<file path="src/alarm_trim_consts.vh">
// offsets, field positions, reset values and widths of the alarm and timing trim registers
`ifndef ALARM_TRIM_CONSTS_VH
`define ALARM_TRIM_CONSTS_VH

`define ADDR_W 12
`define REG_IDX_W 10

`define IDX_SUMMARY_ALARM 10'h2C0
`define IDX_ALARM_STATUS 10'h2C1
`define IDX_ALARM_MASK 10'h2C2
`define IDX_LANE_VECTOR 10'h2C4
`define IDX_TRIM_A_DUAL 10'h310
`define IDX_TRIM_B_DUAL 10'h313
`define IDX_TRIM_A_SINGLE_INA 10'h314
`define IDX_IRQ_STATUS 10'h320
`define IDX_IRQ_CLEAR 10'h321
`define IDX_IRQ_ENABLE 10'h322

`define SRC_W 6
`define BIT_LANE_FIFO 5
`define BIT_PLL 4
`define BIT_LINK 3
`define BIT_REALIGN 2
`define BIT_OSC_PHASE 1
`define BIT_DIVIDER 0

`define LANES 16
`define TRIM_W 8
`define IRQ_W 2
`define IRQ_BIT_LANE 0
`define IRQ_BIT_SUMMARY 1

`define RST_ALARM_MASK 6'h3F
`define RST_ALARM_STATUS 6'h3F
`define RST_LANE_VECTOR 16'hFFFF
`define RST_TRIM 8'h00
`define RST_IRQ 2'h0

`endif

</file>
<file path="src/alarm_mask_and_timing_adjust_regs.v">
// alarm mask, per-lane fifo alarm vector and sampling-instant trim registers behind apb
//
// Behaviour
// RULE1: six mask bits 5..0 each keep one alarm source out of the summary alarm.
// RULE2: mask resets to 0x3F, all sources masked; bits 7:6 reserved.
// RULE3: sixteen-bit lane vector, bit i set on lane i fifo overflow or underflow.
// RULE4: writing one clears a lane bit, zero leaves it; persistent condition sets it again.
// RULE5: writing one to the lane-fifo status bit clears the whole lane vector.
// RULE6: lane vector resets to 0xFFFF.
// RULE7: each eight-bit trim register drives one core's sampling-instant adjustment by mode.
// RULE8: trims default to factory values, readable and overwritable by software.
// RULE9: trim at 0x310 applies to core A in dual-channel mode.
// RULE10: trim at 0x313 applies to core B in dual-channel mode.
// RULE11: trim at 0x314 applies to core A, single mode, foreground cal, input A.
// RULE12: summary alarm is one while any unmasked status bit is set.
// RULE13: lane-fifo status bit sets on any active lane event, cleared by writing one.
// RULE14: an event in the same cycle as a clearing write wins; the bit stays set.
//
// Chosen here: the APB slave port.
`timescale 1ns/1ps
`include "alarm_trim_consts.vh"
module alarm_mask_and_timing_adjust_regs (
  input wire pclk,
  input wire presetn,
  input wire ce,
  input wire psel,
  input wire penable,
  input wire pwrite,
  input wire [`ADDR_W-1:0] paddr,
  input wire [31:0] pwdata,
  input wire [3:0] pstrb,
  output wire pready,
  output reg [31:0] prdata,
  output wire pslverr,
  input wire [`LANES-1:0] lane_fifo_overflow,
  input wire [`LANES-1:0] lane_fifo_underflow,
  input wire [`LANES-1:0] lane_active,
  input wire pll_unlocked,
  input wire link_not_in_data,
  input wire clocks_realigned,
  input wire oscillator_phase_upset,
  input wire divider_mismatch,
  input wire dual_channel_mode,
  input wire foreground_cal_en,
  input wire sampling_analog_input_a,
  input wire [`TRIM_W-1:0] factory_trim_a_dual,
  input wire [`TRIM_W-1:0] factory_trim_b_dual,
  input wire [`TRIM_W-1:0] factory_trim_a_single_ina,
  output reg [`TRIM_W-1:0] core_a_trim_applied,
  output reg [`TRIM_W-1:0] core_b_trim_applied,
  output reg summary_alarm,
  output wire irq
);
  localparam SYNC_W = 3 * `LANES + 5;

  // alarm and lane pins arrive from the link and analog domains, so they pass the synchroniser; mode and factory trim pins do not
  wire [SYNC_W-1:0] sync_in;
  wire [SYNC_W-1:0] sync_out;
  assign sync_in = {lane_fifo_overflow, lane_fifo_underflow, lane_active, pll_unlocked,
    link_not_in_data, clocks_realigned, oscillator_phase_upset, divider_mismatch};

  sync3 #(
    .W(SYNC_W)
  ) u_sync (
    .pclk(pclk),
    .presetn(presetn),
    .ce(ce),
    .d(sync_in),
    .q(sync_out)
  );

  wire [`LANES-1:0] ovf_s;
  wire [`LANES-1:0] unf_s;
  wire [`LANES-1:0] active_s;
  wire [4:0] other_src_s;
  assign ovf_s = sync_out[SYNC_W-1:2*`LANES+5];
  assign unf_s = sync_out[2*`LANES+4:`LANES+5];
  assign active_s = sync_out[`LANES+4:5];
  assign other_src_s = sync_out[4:0];

  // registers
  reg [`SRC_W-1:0] alarm_source_mask_q;
  reg [`SRC_W-1:0] alarm_status_register_q;
  reg [`LANES-1:0] lane_fifo_alarm_vector_q;
  reg [`TRIM_W-1:0] core_a_dual_timing_trim_q;
  reg [`TRIM_W-1:0] core_b_dual_timing_trim_q;
  reg [`TRIM_W-1:0] core_a_single_ina_timing_trim_q;
  reg [`IRQ_W-1:0] irq_status_q;
  reg [`IRQ_W-1:0] irq_enable_q;
  reg trim_loaded_q;
  reg summary_prev_q;

  // apb decode
  wire setup_phase;
  wire access_phase;
  wire wr_en;
  wire [`REG_IDX_W-1:0] idx;
  wire word_aligned;
  reg mapped;

  assign setup_phase = psel & ~penable;
  assign access_phase = psel & penable;
  assign idx = paddr[`ADDR_W-1:2];
  assign word_aligned = (paddr[1:0] == 2'h0);
  // zero wait states: every access finishes in its first access cycle
  assign pready = 1'b1;
  assign pslverr = access_phase & ~mapped;
  assign wr_en = access_phase & pwrite & mapped & ce;

  always @* begin
    mapped = word_aligned;
    case (idx)
      `IDX_SUMMARY_ALARM: mapped = word_aligned & ~pwrite;
      `IDX_ALARM_STATUS: mapped = word_aligned;
      `IDX_ALARM_MASK: mapped = word_aligned;
      `IDX_LANE_VECTOR: mapped = word_aligned;
      `IDX_TRIM_A_DUAL: mapped = word_aligned;
      `IDX_TRIM_B_DUAL: mapped = word_aligned;
      `IDX_TRIM_A_SINGLE_INA: mapped = word_aligned;
      `IDX_IRQ_STATUS: mapped = word_aligned & ~pwrite;
      `IDX_IRQ_CLEAR: mapped = word_aligned & pwrite;
      `IDX_IRQ_ENABLE: mapped = word_aligned;
      default: mapped = 1'b0;
    endcase
  end

  // byte strobes gate the lanes of a write
  wire [31:0] wmask;
  wire [31:0] wdata_m;
  assign wmask = {{8{pstrb[3]}}, {8{pstrb[2]}}, {8{pstrb[1]}}, {8{pstrb[0]}}};
  assign wdata_m = pwdata & wmask;

  wire wr_status;
  wire wr_mask;
  wire wr_lane;
  wire wr_trim_a;
  wire wr_trim_b;
  wire wr_trim_ai;
  wire wr_irq_clr;
  wire wr_irq_en;
  assign wr_status = wr_en & (idx == `IDX_ALARM_STATUS);
  assign wr_mask = wr_en & (idx == `IDX_ALARM_MASK);
  assign wr_lane = wr_en & (idx == `IDX_LANE_VECTOR);
  assign wr_trim_a = wr_en & (idx == `IDX_TRIM_A_DUAL);
  assign wr_trim_b = wr_en & (idx == `IDX_TRIM_B_DUAL);
  assign wr_trim_ai = wr_en & (idx == `IDX_TRIM_A_SINGLE_INA);
  assign wr_irq_clr = wr_en & (idx == `IDX_IRQ_CLEAR);
  assign wr_irq_en = wr_en & (idx == `IDX_IRQ_ENABLE);

  // alarm events
  wire [`LANES-1:0] lane_event;
  wire any_active_lane_event;
  wire [`SRC_W-1:0] status_set;
  wire [`SRC_W-1:0] status_clr;
  wire [`LANES-1:0] lane_clr;
  wire summary_d;

  assign lane_event = ovf_s | unf_s; // see RULE3
  assign any_active_lane_event = |(lane_event & active_s); // see RULE13
  assign status_set = {any_active_lane_event, other_src_s};
  assign status_clr = wr_status ? wdata_m[`SRC_W-1:0] : {`SRC_W{1'b0}};
  // a one on the lane-fifo status bit wipes the whole lane vector as well
  assign lane_clr = (wr_lane ? wdata_m[`LANES-1:0] : {`LANES{1'b0}}) |
    {`LANES{status_clr[`BIT_LANE_FIFO]}}; // see RULE4 see RULE5
  assign summary_d = |(alarm_status_register_q & ~alarm_source_mask_q); // see RULE1 see RULE12

  always @(posedge pclk or negedge presetn) begin
    if (!presetn) begin
      alarm_source_mask_q <= `RST_ALARM_MASK; // see RULE2
      alarm_status_register_q <= `RST_ALARM_STATUS;
      lane_fifo_alarm_vector_q <= `RST_LANE_VECTOR; // see RULE6
      summary_alarm <= 1'b0;
      summary_prev_q <= 1'b0;
    end else if (ce) begin
      if (wr_mask) begin
        alarm_source_mask_q <= wdata_m[`SRC_W-1:0]; // see RULE1
      end
      // set beats clear when both land in one cycle
      alarm_status_register_q <= (alarm_status_register_q & ~status_clr) | status_set; // see RULE13 see RULE14
      lane_fifo_alarm_vector_q <= (lane_fifo_alarm_vector_q & ~lane_clr) | lane_event; // see RULE4 see RULE14
      summary_alarm <= summary_d; // see RULE12
      summary_prev_q <= summary_alarm;
    end
  end

  // trims: reset takes a constant, the factory values are copied in on the first enabled edge
  always @(posedge pclk or negedge presetn) begin
    if (!presetn) begin
      trim_loaded_q <= 1'b0;
      core_a_dual_timing_trim_q <= `RST_TRIM;
      core_b_dual_timing_trim_q <= `RST_TRIM;
      core_a_single_ina_timing_trim_q <= `RST_TRIM;
    end else if (ce) begin
      if (!trim_loaded_q) begin
        trim_loaded_q <= 1'b1;
        core_a_dual_timing_trim_q <= factory_trim_a_dual; // see RULE8
        core_b_dual_timing_trim_q <= factory_trim_b_dual; // see RULE8
        core_a_single_ina_timing_trim_q <= factory_trim_a_single_ina; // see RULE8
      end else begin
        if (wr_trim_a) begin
          core_a_dual_timing_trim_q <= wdata_m[`TRIM_W-1:0]; // see RULE8
        end
        if (wr_trim_b) begin
          core_b_dual_timing_trim_q <= wdata_m[`TRIM_W-1:0]; // see RULE8
        end
        if (wr_trim_ai) begin
          core_a_single_ina_timing_trim_q <= wdata_m[`TRIM_W-1:0]; // see RULE8
        end
      end
    end
  end

  // trim selection per core and mode; modes outside this bank fall back to the dual trims
  wire single_ina_sel;
  assign single_ina_sel = ~dual_channel_mode & foreground_cal_en & sampling_analog_input_a;

  always @(posedge pclk or negedge presetn) begin
    if (!presetn) begin
      core_a_trim_applied <= `RST_TRIM;
      core_b_trim_applied <= `RST_TRIM;
    end else if (ce) begin
      if (single_ina_sel) begin
        core_a_trim_applied <= core_a_single_ina_timing_trim_q; // see RULE7 see RULE11
      end else begin
        core_a_trim_applied <= core_a_dual_timing_trim_q; // see RULE7 see RULE9
      end
      core_b_trim_applied <= core_b_dual_timing_trim_q; // see RULE7 see RULE10
    end
  end

  // interrupts: lane event and summary alarm rising edge, sticky, set wins over clear
  wire [`IRQ_W-1:0] irq_set;
  wire [`IRQ_W-1:0] irq_clr;
  assign irq_set = {summary_alarm & ~summary_prev_q, |lane_event};
  assign irq_clr = wr_irq_clr ? wdata_m[`IRQ_W-1:0] : {`IRQ_W{1'b0}};
  assign irq = |(irq_status_q & irq_enable_q);

  always @(posedge pclk or negedge presetn) begin
    if (!presetn) begin
      irq_status_q <= `RST_IRQ;
      irq_enable_q <= `RST_IRQ;
    end else if (ce) begin
      irq_status_q <= (irq_status_q & ~irq_clr) | irq_set;
      if (wr_irq_en) begin
        irq_enable_q <= wdata_m[`IRQ_W-1:0];
      end
    end
  end

  // read data is captured in the setup cycle and shown in the access cycle
  reg [31:0] rdata_d;
  always @* begin
    rdata_d = 32'h0000_0000;
    case (idx)
      `IDX_SUMMARY_ALARM: rdata_d = {31'h0, summary_alarm};
      `IDX_ALARM_STATUS: rdata_d = {26'h0, alarm_status_register_q};
      `IDX_ALARM_MASK: rdata_d = {26'h0, alarm_source_mask_q};
      `IDX_LANE_VECTOR: rdata_d = {16'h0, lane_fifo_alarm_vector_q};
      `IDX_TRIM_A_DUAL: rdata_d = {24'h0, core_a_dual_timing_trim_q};
      `IDX_TRIM_B_DUAL: rdata_d = {24'h0, core_b_dual_timing_trim_q};
      `IDX_TRIM_A_SINGLE_INA: rdata_d = {24'h0, core_a_single_ina_timing_trim_q};
      `IDX_IRQ_STATUS: rdata_d = {30'h0, irq_status_q};
      `IDX_IRQ_ENABLE: rdata_d = {30'h0, irq_enable_q};
      default: rdata_d = 32'h0000_0000;
    endcase
  end

  always @(posedge pclk or negedge presetn) begin
    if (!presetn) begin
      prdata <= 32'h0000_0000;
    end else if (ce) begin
      if (setup_phase && !pwrite && word_aligned) begin
        prdata <= rdata_d;
      end else if (setup_phase) begin
        prdata <= 32'h0000_0000;
      end
    end
  end
endmodule

</file>
<file path="src/sync3.v">
// three-stage input synchroniser that passes a change once stages two and three agree
`timescale 1ns/1ps
module sync3 #(
  parameter W = 1
) (
  input wire pclk,
  input wire presetn,
  input wire ce,
  input wire [W-1:0] d,
  output reg [W-1:0] q
);
  reg [W-1:0] s1_q;
  reg [W-1:0] s2_q;
  reg [W-1:0] s3_q;
  integer i;

  always @(posedge pclk or negedge presetn) begin
    if (!presetn) begin
      s1_q <= {W{1'b0}};
      s2_q <= {W{1'b0}};
      s3_q <= {W{1'b0}};
      q <= {W{1'b0}};
    end else if (ce) begin
      s1_q <= d;
      s2_q <= s1_q;
      s3_q <= s2_q;
      // per bit, so one noisy bit does not hold back the others
      for (i = 0; i < W; i = i + 1) begin
        if (s2_q[i] == s3_q[i]) begin
          q[i] <= s3_q[i];
        end
      end
    end
  end
endmodule

</file>
<file path="config.mk">
export PLATFORM = sky130hd
export DESIGN_NAME = alarm_mask_and_timing_adjust_regs
export DESIGN_NICKNAME = d
export VERILOG_FILES = /design/src/alarm_mask_and_timing_adjust_regs.v /design/src/sync3.v
export VERILOG_INCLUDE_DIRS = /design/src /design/src/src
export SDC_FILE = /design/constraint.sdc
export NUM_CORES = 1
export LEC_CHECK = 0
export BUFFER_PORTS_ARGS = -buffer_cell sky130_fd_sc_hd__buf_2
export CAP_MARGIN = 40
export CORE_MARGIN = 1.5
export CORE_UTILIZATION = 52
export DETAILED_ROUTE_END_ITERATION = 10
export PLACE_DENSITY = 0.83
export SYNTH_ARGS = -nofsm -noshare
export SYNTH_HDL_FRONTEND = slang
export SYNTH_SLANG_ARGS = --single-unit
</file>
<file path="constraint.sdc">
create_clock -name pclk -period 1.6 [get_ports pclk]
set_input_delay 0 -clock pclk [delete_from_list [all_inputs] [get_ports pclk]]
set_output_delay 0 -clock pclk [all_outputs]
set_load 0.05 [all_outputs]
</file>
* Yosys cells after proc, flatten, opt, wreduce, memory -nomap -nowiden
Cells that the tools add are included.
** Word-level totals
- Register bits after elaboration :: 319
- Bits of input ports :: 134
- Output and inout bits :: 52
- Logic and storage cells :: 260
** Cells by class
- Eq/ne operators :: 66
- Multiplexer cells :: 14
- Bitwise logic cells :: 40
- Reductions and logical operators :: 70
** Operator list (number)
- case mux 16 bit (9 select lines) :: 1
- AND reduction 2 bit :: 59
- equality test 10 bit (second input constant) :: 10
- two-way mux 32 bit :: 2
- two-way mux 8 bit :: 7
- equality test 1 bit :: 53
- bitwise AND 16 bit :: 3
- OR 16 bit :: 3
- OR reduction 16 bit :: 2
- bitwise AND 1 bit :: 19
- two-way mux 16 bit :: 1
- inverter 16 bit :: 1
- bitwise AND 6 bit :: 2
- inverter 6 bit :: 2
- OR reduction 7 bit :: 1
- two-way mux 6 bit :: 1
- != test 2 x 1 -> 1 bit (second input constant) :: 3
- OR 6 bit :: 1
- OR reduction 6 bit :: 1
- inverter 1 bit :: 5
- bitwise AND 2 bit :: 2
- OR reduction 2 bit :: 2
- case mux 1 bit (3 select lines) :: 1
- logical AND 1 bit :: 2
- 6 further kinds :: 6

* Logic depth before layout (Yosys ltp)
- Word-level depth :: 11
- Gate-level depth with buffers :: 8

* Cells and area by module
Synthesis repeated with hierarchy kept, for this count alone.
** Second synthesis, totals
- Cell total of the unflattened synthesis :: 1071
- Area, all modules :: 13565.5 um2
** Modules (own cells, without submodules)
- sync3 :: instances 1, cells each 566, area an instance 8618.3 um2, sequential area each 5305.1 um2
- alarm_mask_and_timing_adjust_regs :: instances 1, cells each 505, area an instance 4947.2 um2, sequential area each 2312.2 um2

* Worst setup path before layout
No wires, ideal clock.
- Path type :: input to output
- Start point :: input port paddr[9]
- End point :: output port pslverr
- Arrival :: 1954 ps
- Path slack :: -354 ps
- Stages on the path :: 6
- Buffers on the path :: 1
- Cells stage by stage :: nand4bb_1 buf_2 nor3b_2 o311ai_1 a2111oi_0 a211oi_1
** Between the ends
- Cells in the longest elaborated chain, start to end :: 5
- Elaborated cells on any way between the ends :: 15
- Classes of those cells :: eq/ne (10); mux (1); bitwise (2); reduce/logical (2)
** Ends and longest elaborated chain
- start: declaration :: RTL line alarm_mask_and_timing_adjust_regs.v:29 : input wire [`ADDR_W-1:0] paddr,
- equality test 10 bit :: RTL line alarm_mask_and_timing_adjust_regs.v:112 : case (idx)
- OR reduction 7 bit (no source line) / OR reduction 2 bit (equally long branches)
- case mux 1 bit (3 select lines) (*) :: RTL line alarm_mask_and_timing_adjust_regs.v:112
- inverter 1 bit (*) :: RTL line alarm_mask_and_timing_adjust_regs.v:107 : assign pslverr = access_phase & ~mapped;
- bitwise AND 1 bit (*) :: RTL line alarm_mask_and_timing_adjust_regs.v:107
- end: declaration :: RTL line alarm_mask_and_timing_adjust_regs.v:34 : output wire pslverr,
Every way passes the cells marked *; elsewhere a longest branch is shown, timed or not.

* Worst setup path after layout
- Start point :: register u_sync.q[31]
- End point :: register irq_status_q[0]
** Between the ends
- Cells in the longest elaborated chain, start to end :: 3
** Ends and longest elaborated chain
- start: declaration :: RTL line sync3.v:10 : output reg [W-1:0] q
- start signal: assignment :: RTL line sync3.v:22 : q <= {W{1'b0}};
- start signal: indexed assignment :: RTL line sync3.v:30 : q[i] <= s3_q[i];
- OR 16 bit :: RTL line alarm_mask_and_timing_adjust_regs.v:158 : assign lane_event = ovf_s | unf_s;
- OR reduction 16 bit :: RTL line alarm_mask_and_timing_adjust_regs.v:234 : assign irq_set = {summary_alarm & ~summary_prev_q, |lane_event};
- OR 2 bit :: RTL line alarm_mask_and_timing_adjust_regs.v:243 : irq_status_q <= (irq_status_q & ~irq_clr) | irq_set;
- end signal: assignment :: RTL line alarm_mask_and_timing_adjust_regs.v:240 : irq_status_q <= `RST_IRQ;
- end signal: assignment :: RTL line alarm_mask_and_timing_adjust_regs.v:243
- end: declaration :: RTL line alarm_mask_and_timing_adjust_regs.v:88 : reg [`IRQ_W-1:0] irq_status_q;
No other way between the ends.
A chain may end at the register's enable or synchronous reset.

==> summary.md <==
| Metric | Value |
|---|---|
| Wire per inst | approximately 20 microns |
| Share of the yosys chip area belonging to registers | 57.9% |
| Worst path slowest cell | or4_1 |
| Port buffer count | 150 |
| Required time worst endpoint | approximately 2000 ps |
| Worst R2R Start | u_sync.q[31] |
| LEAKAGE | 7.72 nW |
| Final hold slack | just under 40 ps |
| Synth Register Bits | just over 300 |
| Crit path kind | reg -> reg |
| Clock buffer depth | 3 |
| GPL Wtd Cong | between 0.8 and 0.9 |
| Crit path max-delay family | simple AND/OR/NAND/NOR gates |
| Total Routing Usage GR | between 20 and 30% |
| Most common cell after layout, fill and taps aside | dfrtp_1 |
| Crit end category | flop |
| Die Area | 26,300 sq um |
| Worst Max-Slew Pin Slew | approximately 650 ps |
| Area Growth Syn to Fin | 30.7% |
| RSZ-0062 raised after global routing | yes |
| Pin count of the biggest net entering global routing | 76 |
| Hold/Removal Path Class | in -> reg |
| Startpoint types | flop |
| Final setup vio count | 5 |
| First-pass GRT wire length | roughly 56,000 microns |
| Initial DRC Count | slightly below 900 |
| Tcrit/Tclk final | 117% |
| Final hold vios | 0 |
| Vias/cell | approximately 5.7 |
| Syn Area/Cell | ~12 sq um |
| Clk Latency, worst-skew pair | about 550 ps |
| Die width | ~160 microns |
| Total gr overflow | 0 |
| Slew HR | 56.3% |
| Mapped Cells | roughly 1.1k |
| CTS HTree Levels | 1 |
| IO Pins | between 150 and 200 |
| Final Max Tran Viols | 0 |
| Antenna viol nets, final | 0 |
| MaxCap Viol Count | 0 |
| Vias in the first global route | 10.6k |
| Post-synth ARST share | 100% |
| DRT Wirelength | roughly 36,000 microns |
| Via count | 10.4k |
| CP peak stage delay | 500 ps |
| First-pass iteration count of the detailed router | 7 |
| Worst Setup SP | u_sync.q[31] |
| Post-synth top flop | dfrtp_1 |
| Crit path max fanout | 2 |
| Peak VDD IR | 956 uV |
| Share of post-route cells with drive strength above 1 | a little over a third |
| Most frequent CP cell | or4_1 |
| Worst-path cell chain | or2_1, or4_1, or4_1, o21ai_1, nand2_1 |
| Initial antenna violation count | 1 |
| Hpwl dp | about 23,000 microns |
| Failing checks | setup timing |
| Critical Path AT | approximately 2300 ps |
| PwrDens | 1210 nW/um^2 |
| Fmax | ~530 MHz |
| Nets | roughly 1.6k |
| Die outline height | 162 microns |
| Commonest cells after routing, fill and taps aside | dfrtp_1 (273), mux2_2 (168), a21oi_1 (152) |
| Outcome | finished, violations left |
| Row count | between 50 and 60 |
| TritonCTS buffer count | 30 |
| DRC viols | 0 |
| # fillers | 1,714 |
| Yosys warning count | 0 |
| TritonCTS Sinks | about 300 |
| Mapped Area | 13,200 sq um |
| Initial Util | 52.6% |
| Hold_sp | paddr[3] |
| CTS tree | yes |
| Distinct cells, synth | just over 60 |
| Clock slew at reported path FFs | ~60 ps |
| Design area | between 15,000 and 20,000 sq um |
| EDFF count, synth | 0 |
| Tmin final | about 1900 ps |
| CP Buf/Inv Count | 0 |
| Clock skew | slightly below 8 ps |
| Core area | between 20,000 and 30,000 sq um |
| DP Area | around 15,000 sq um |
| Final setup margin | -276 ps |
| Root buffer cell | clkbuf_16 |
state kept, by name, indices dropped and copies added, names as in the netlist, 2 cells and up:
signal / cells
u_sync.s1_q: 53
u_sync.s3_q: 53
irq_enable_q: 2
u_sync.q: 53
u_sync.s2_q: 53
prdata: 16
core_a_single_ina_timing_trim_q: 8
core_b_dual_timing_trim_q: 8
irq_status_q: 2
lane_fifo_alarm_vector_q: 16
core_a_trim_applied: 8
core_b_trim_applied: 8
core_a_dual_timing_trim_q: 8
alarm_source_mask_q: 6
alarm_status_register_q: 6
worst reg2reg max path: cells and delay by family, from the launching register on:
| family | cells | cell delay, ps |
|---|---|---|
| flip-flops | 1 | 380 |
| AO/OA/AOI/OAI | 1 | 140 |
| AND/OR/NAND/NOR | 4 | 1220 |
what timing repair did:
action | 4_1_cts | 5_1_grt
hold endpoints to repair | 405 | 14
buffers inserted | 0 | 5
gates cloned | 0 | 1
gates resized for setup | 2 | 18
setup endpoints to repair | 3 | 23
pin swaps | 1 | 5
hold buffers | 103 | 1
path summary, 6_finish.rpt:
path | to | slack (ps) | cells after the start
min in group asynchronous | lane_fifo_alarm_vector_q[15] | 70 | 2
setup / recovery | irq_status_q[0] | -280 | 5
hold / removal | irq_enable_q[1] | 40 | 4
setup reg to reg | irq_status_q[0] | -280 | 5
max in group asynchronous | alarm_status_register_q[2] | 1080 | 3
hold reg to reg | irq_status_q[1] | 450 | 1
per-stage QoR:
stage	setup TNS, ps	worst slack (ps)	util [%]	total power [mW]	cells
after floorplan	-273	-181	-	11.6	1149
after CTS	-504	-276	68.1	20.6	1827
after detailed placement	-2740	-263	59.9	13.3	1669
after global routing	-859	-369	68.7	21.6	1833
after global placement	-2240	-228	59.9	13.1	1669
final	-469	-276	68.7	20.7	1834
final cells by class:
class | count | area, sq um | area share [%]
clock buffer | 47 | 916 | 5.32
inverter | 9 | 37.5 | 0.218
sequential | 303 | 7620 | 44.3
timing repair buffer | 372 | 2840 | 16.5
antenna | 1 | 2.50 | 0.0145
multi-input combinational | 764 | 5280 | 30.7
tap | 330 | 413 | 2.40
clock inverter | 8 | 90.1 | 0.524
routing by layer:
metal  share of wire (%)  track usage, %  vias to the layer above
li1                    -               -                     4710
met1                  40            33.9                     5174
met2                  50            46.8                      429
met3                 5.9            4.16                       95
met4                 3.7            10.6                        0
met5                   0               0                        -
Yosys cell counts (all sizes together), types with 4 or more instances:
master | n | area, sq um
buf | 28 | 193
nand2 | 79 | 297
or2 | 12 | 75.1
a32o | 8 | 80.1
nor2 | 82 | 308
mux2i | 9 | 90.1
a21bo | 6 | 60.1
nor3 | 16 | 113
a222oi | 7 | 70.1
o21ai | 62 | 310
inv | 9 | 33.8
nor4 | 5 | 52.6
or4 | 4 | 30.0
a32oi | 5 | 43.8
dfstp | 28 | 736
nand2b | 56 | 350
a22o | 16 | 140
a21oi | 154 | 774
nand4 | 4 | 25.0
o22ai | 4 | 25.0
mux2 | 168 | 1890
and3 | 6 | 37.5
clkbuf | 45 | 169
nand3 | 6 | 30.0
dfrtp | 275 | 6880
power breakdown:
| part | switching [mW] | internal (mW) | leakage, nW | total (mW) |
|---|---|---|---|---|
| clock | 2.88 | 4.23 | 0.501 | 7.10 |
| combinational | 1.94 | 1.98 | 3.57 | 3.92 |
| sequential | 0.929 | 8.78 | 3.64 | 9.71 |
cells by family after synthesis:
logic type	Yosys count	synth area share, %
XOR/XNOR	1	0.0666
buffers and inverters	82	3.00
AND/OR/NAND/NOR	290	11.4
AO/OA/AOI/OAI	279	12.5
multiplexers	177	15.1
other	2	0.0571
flip-flops	303	57.9
(Power assumes the default switching activity.)
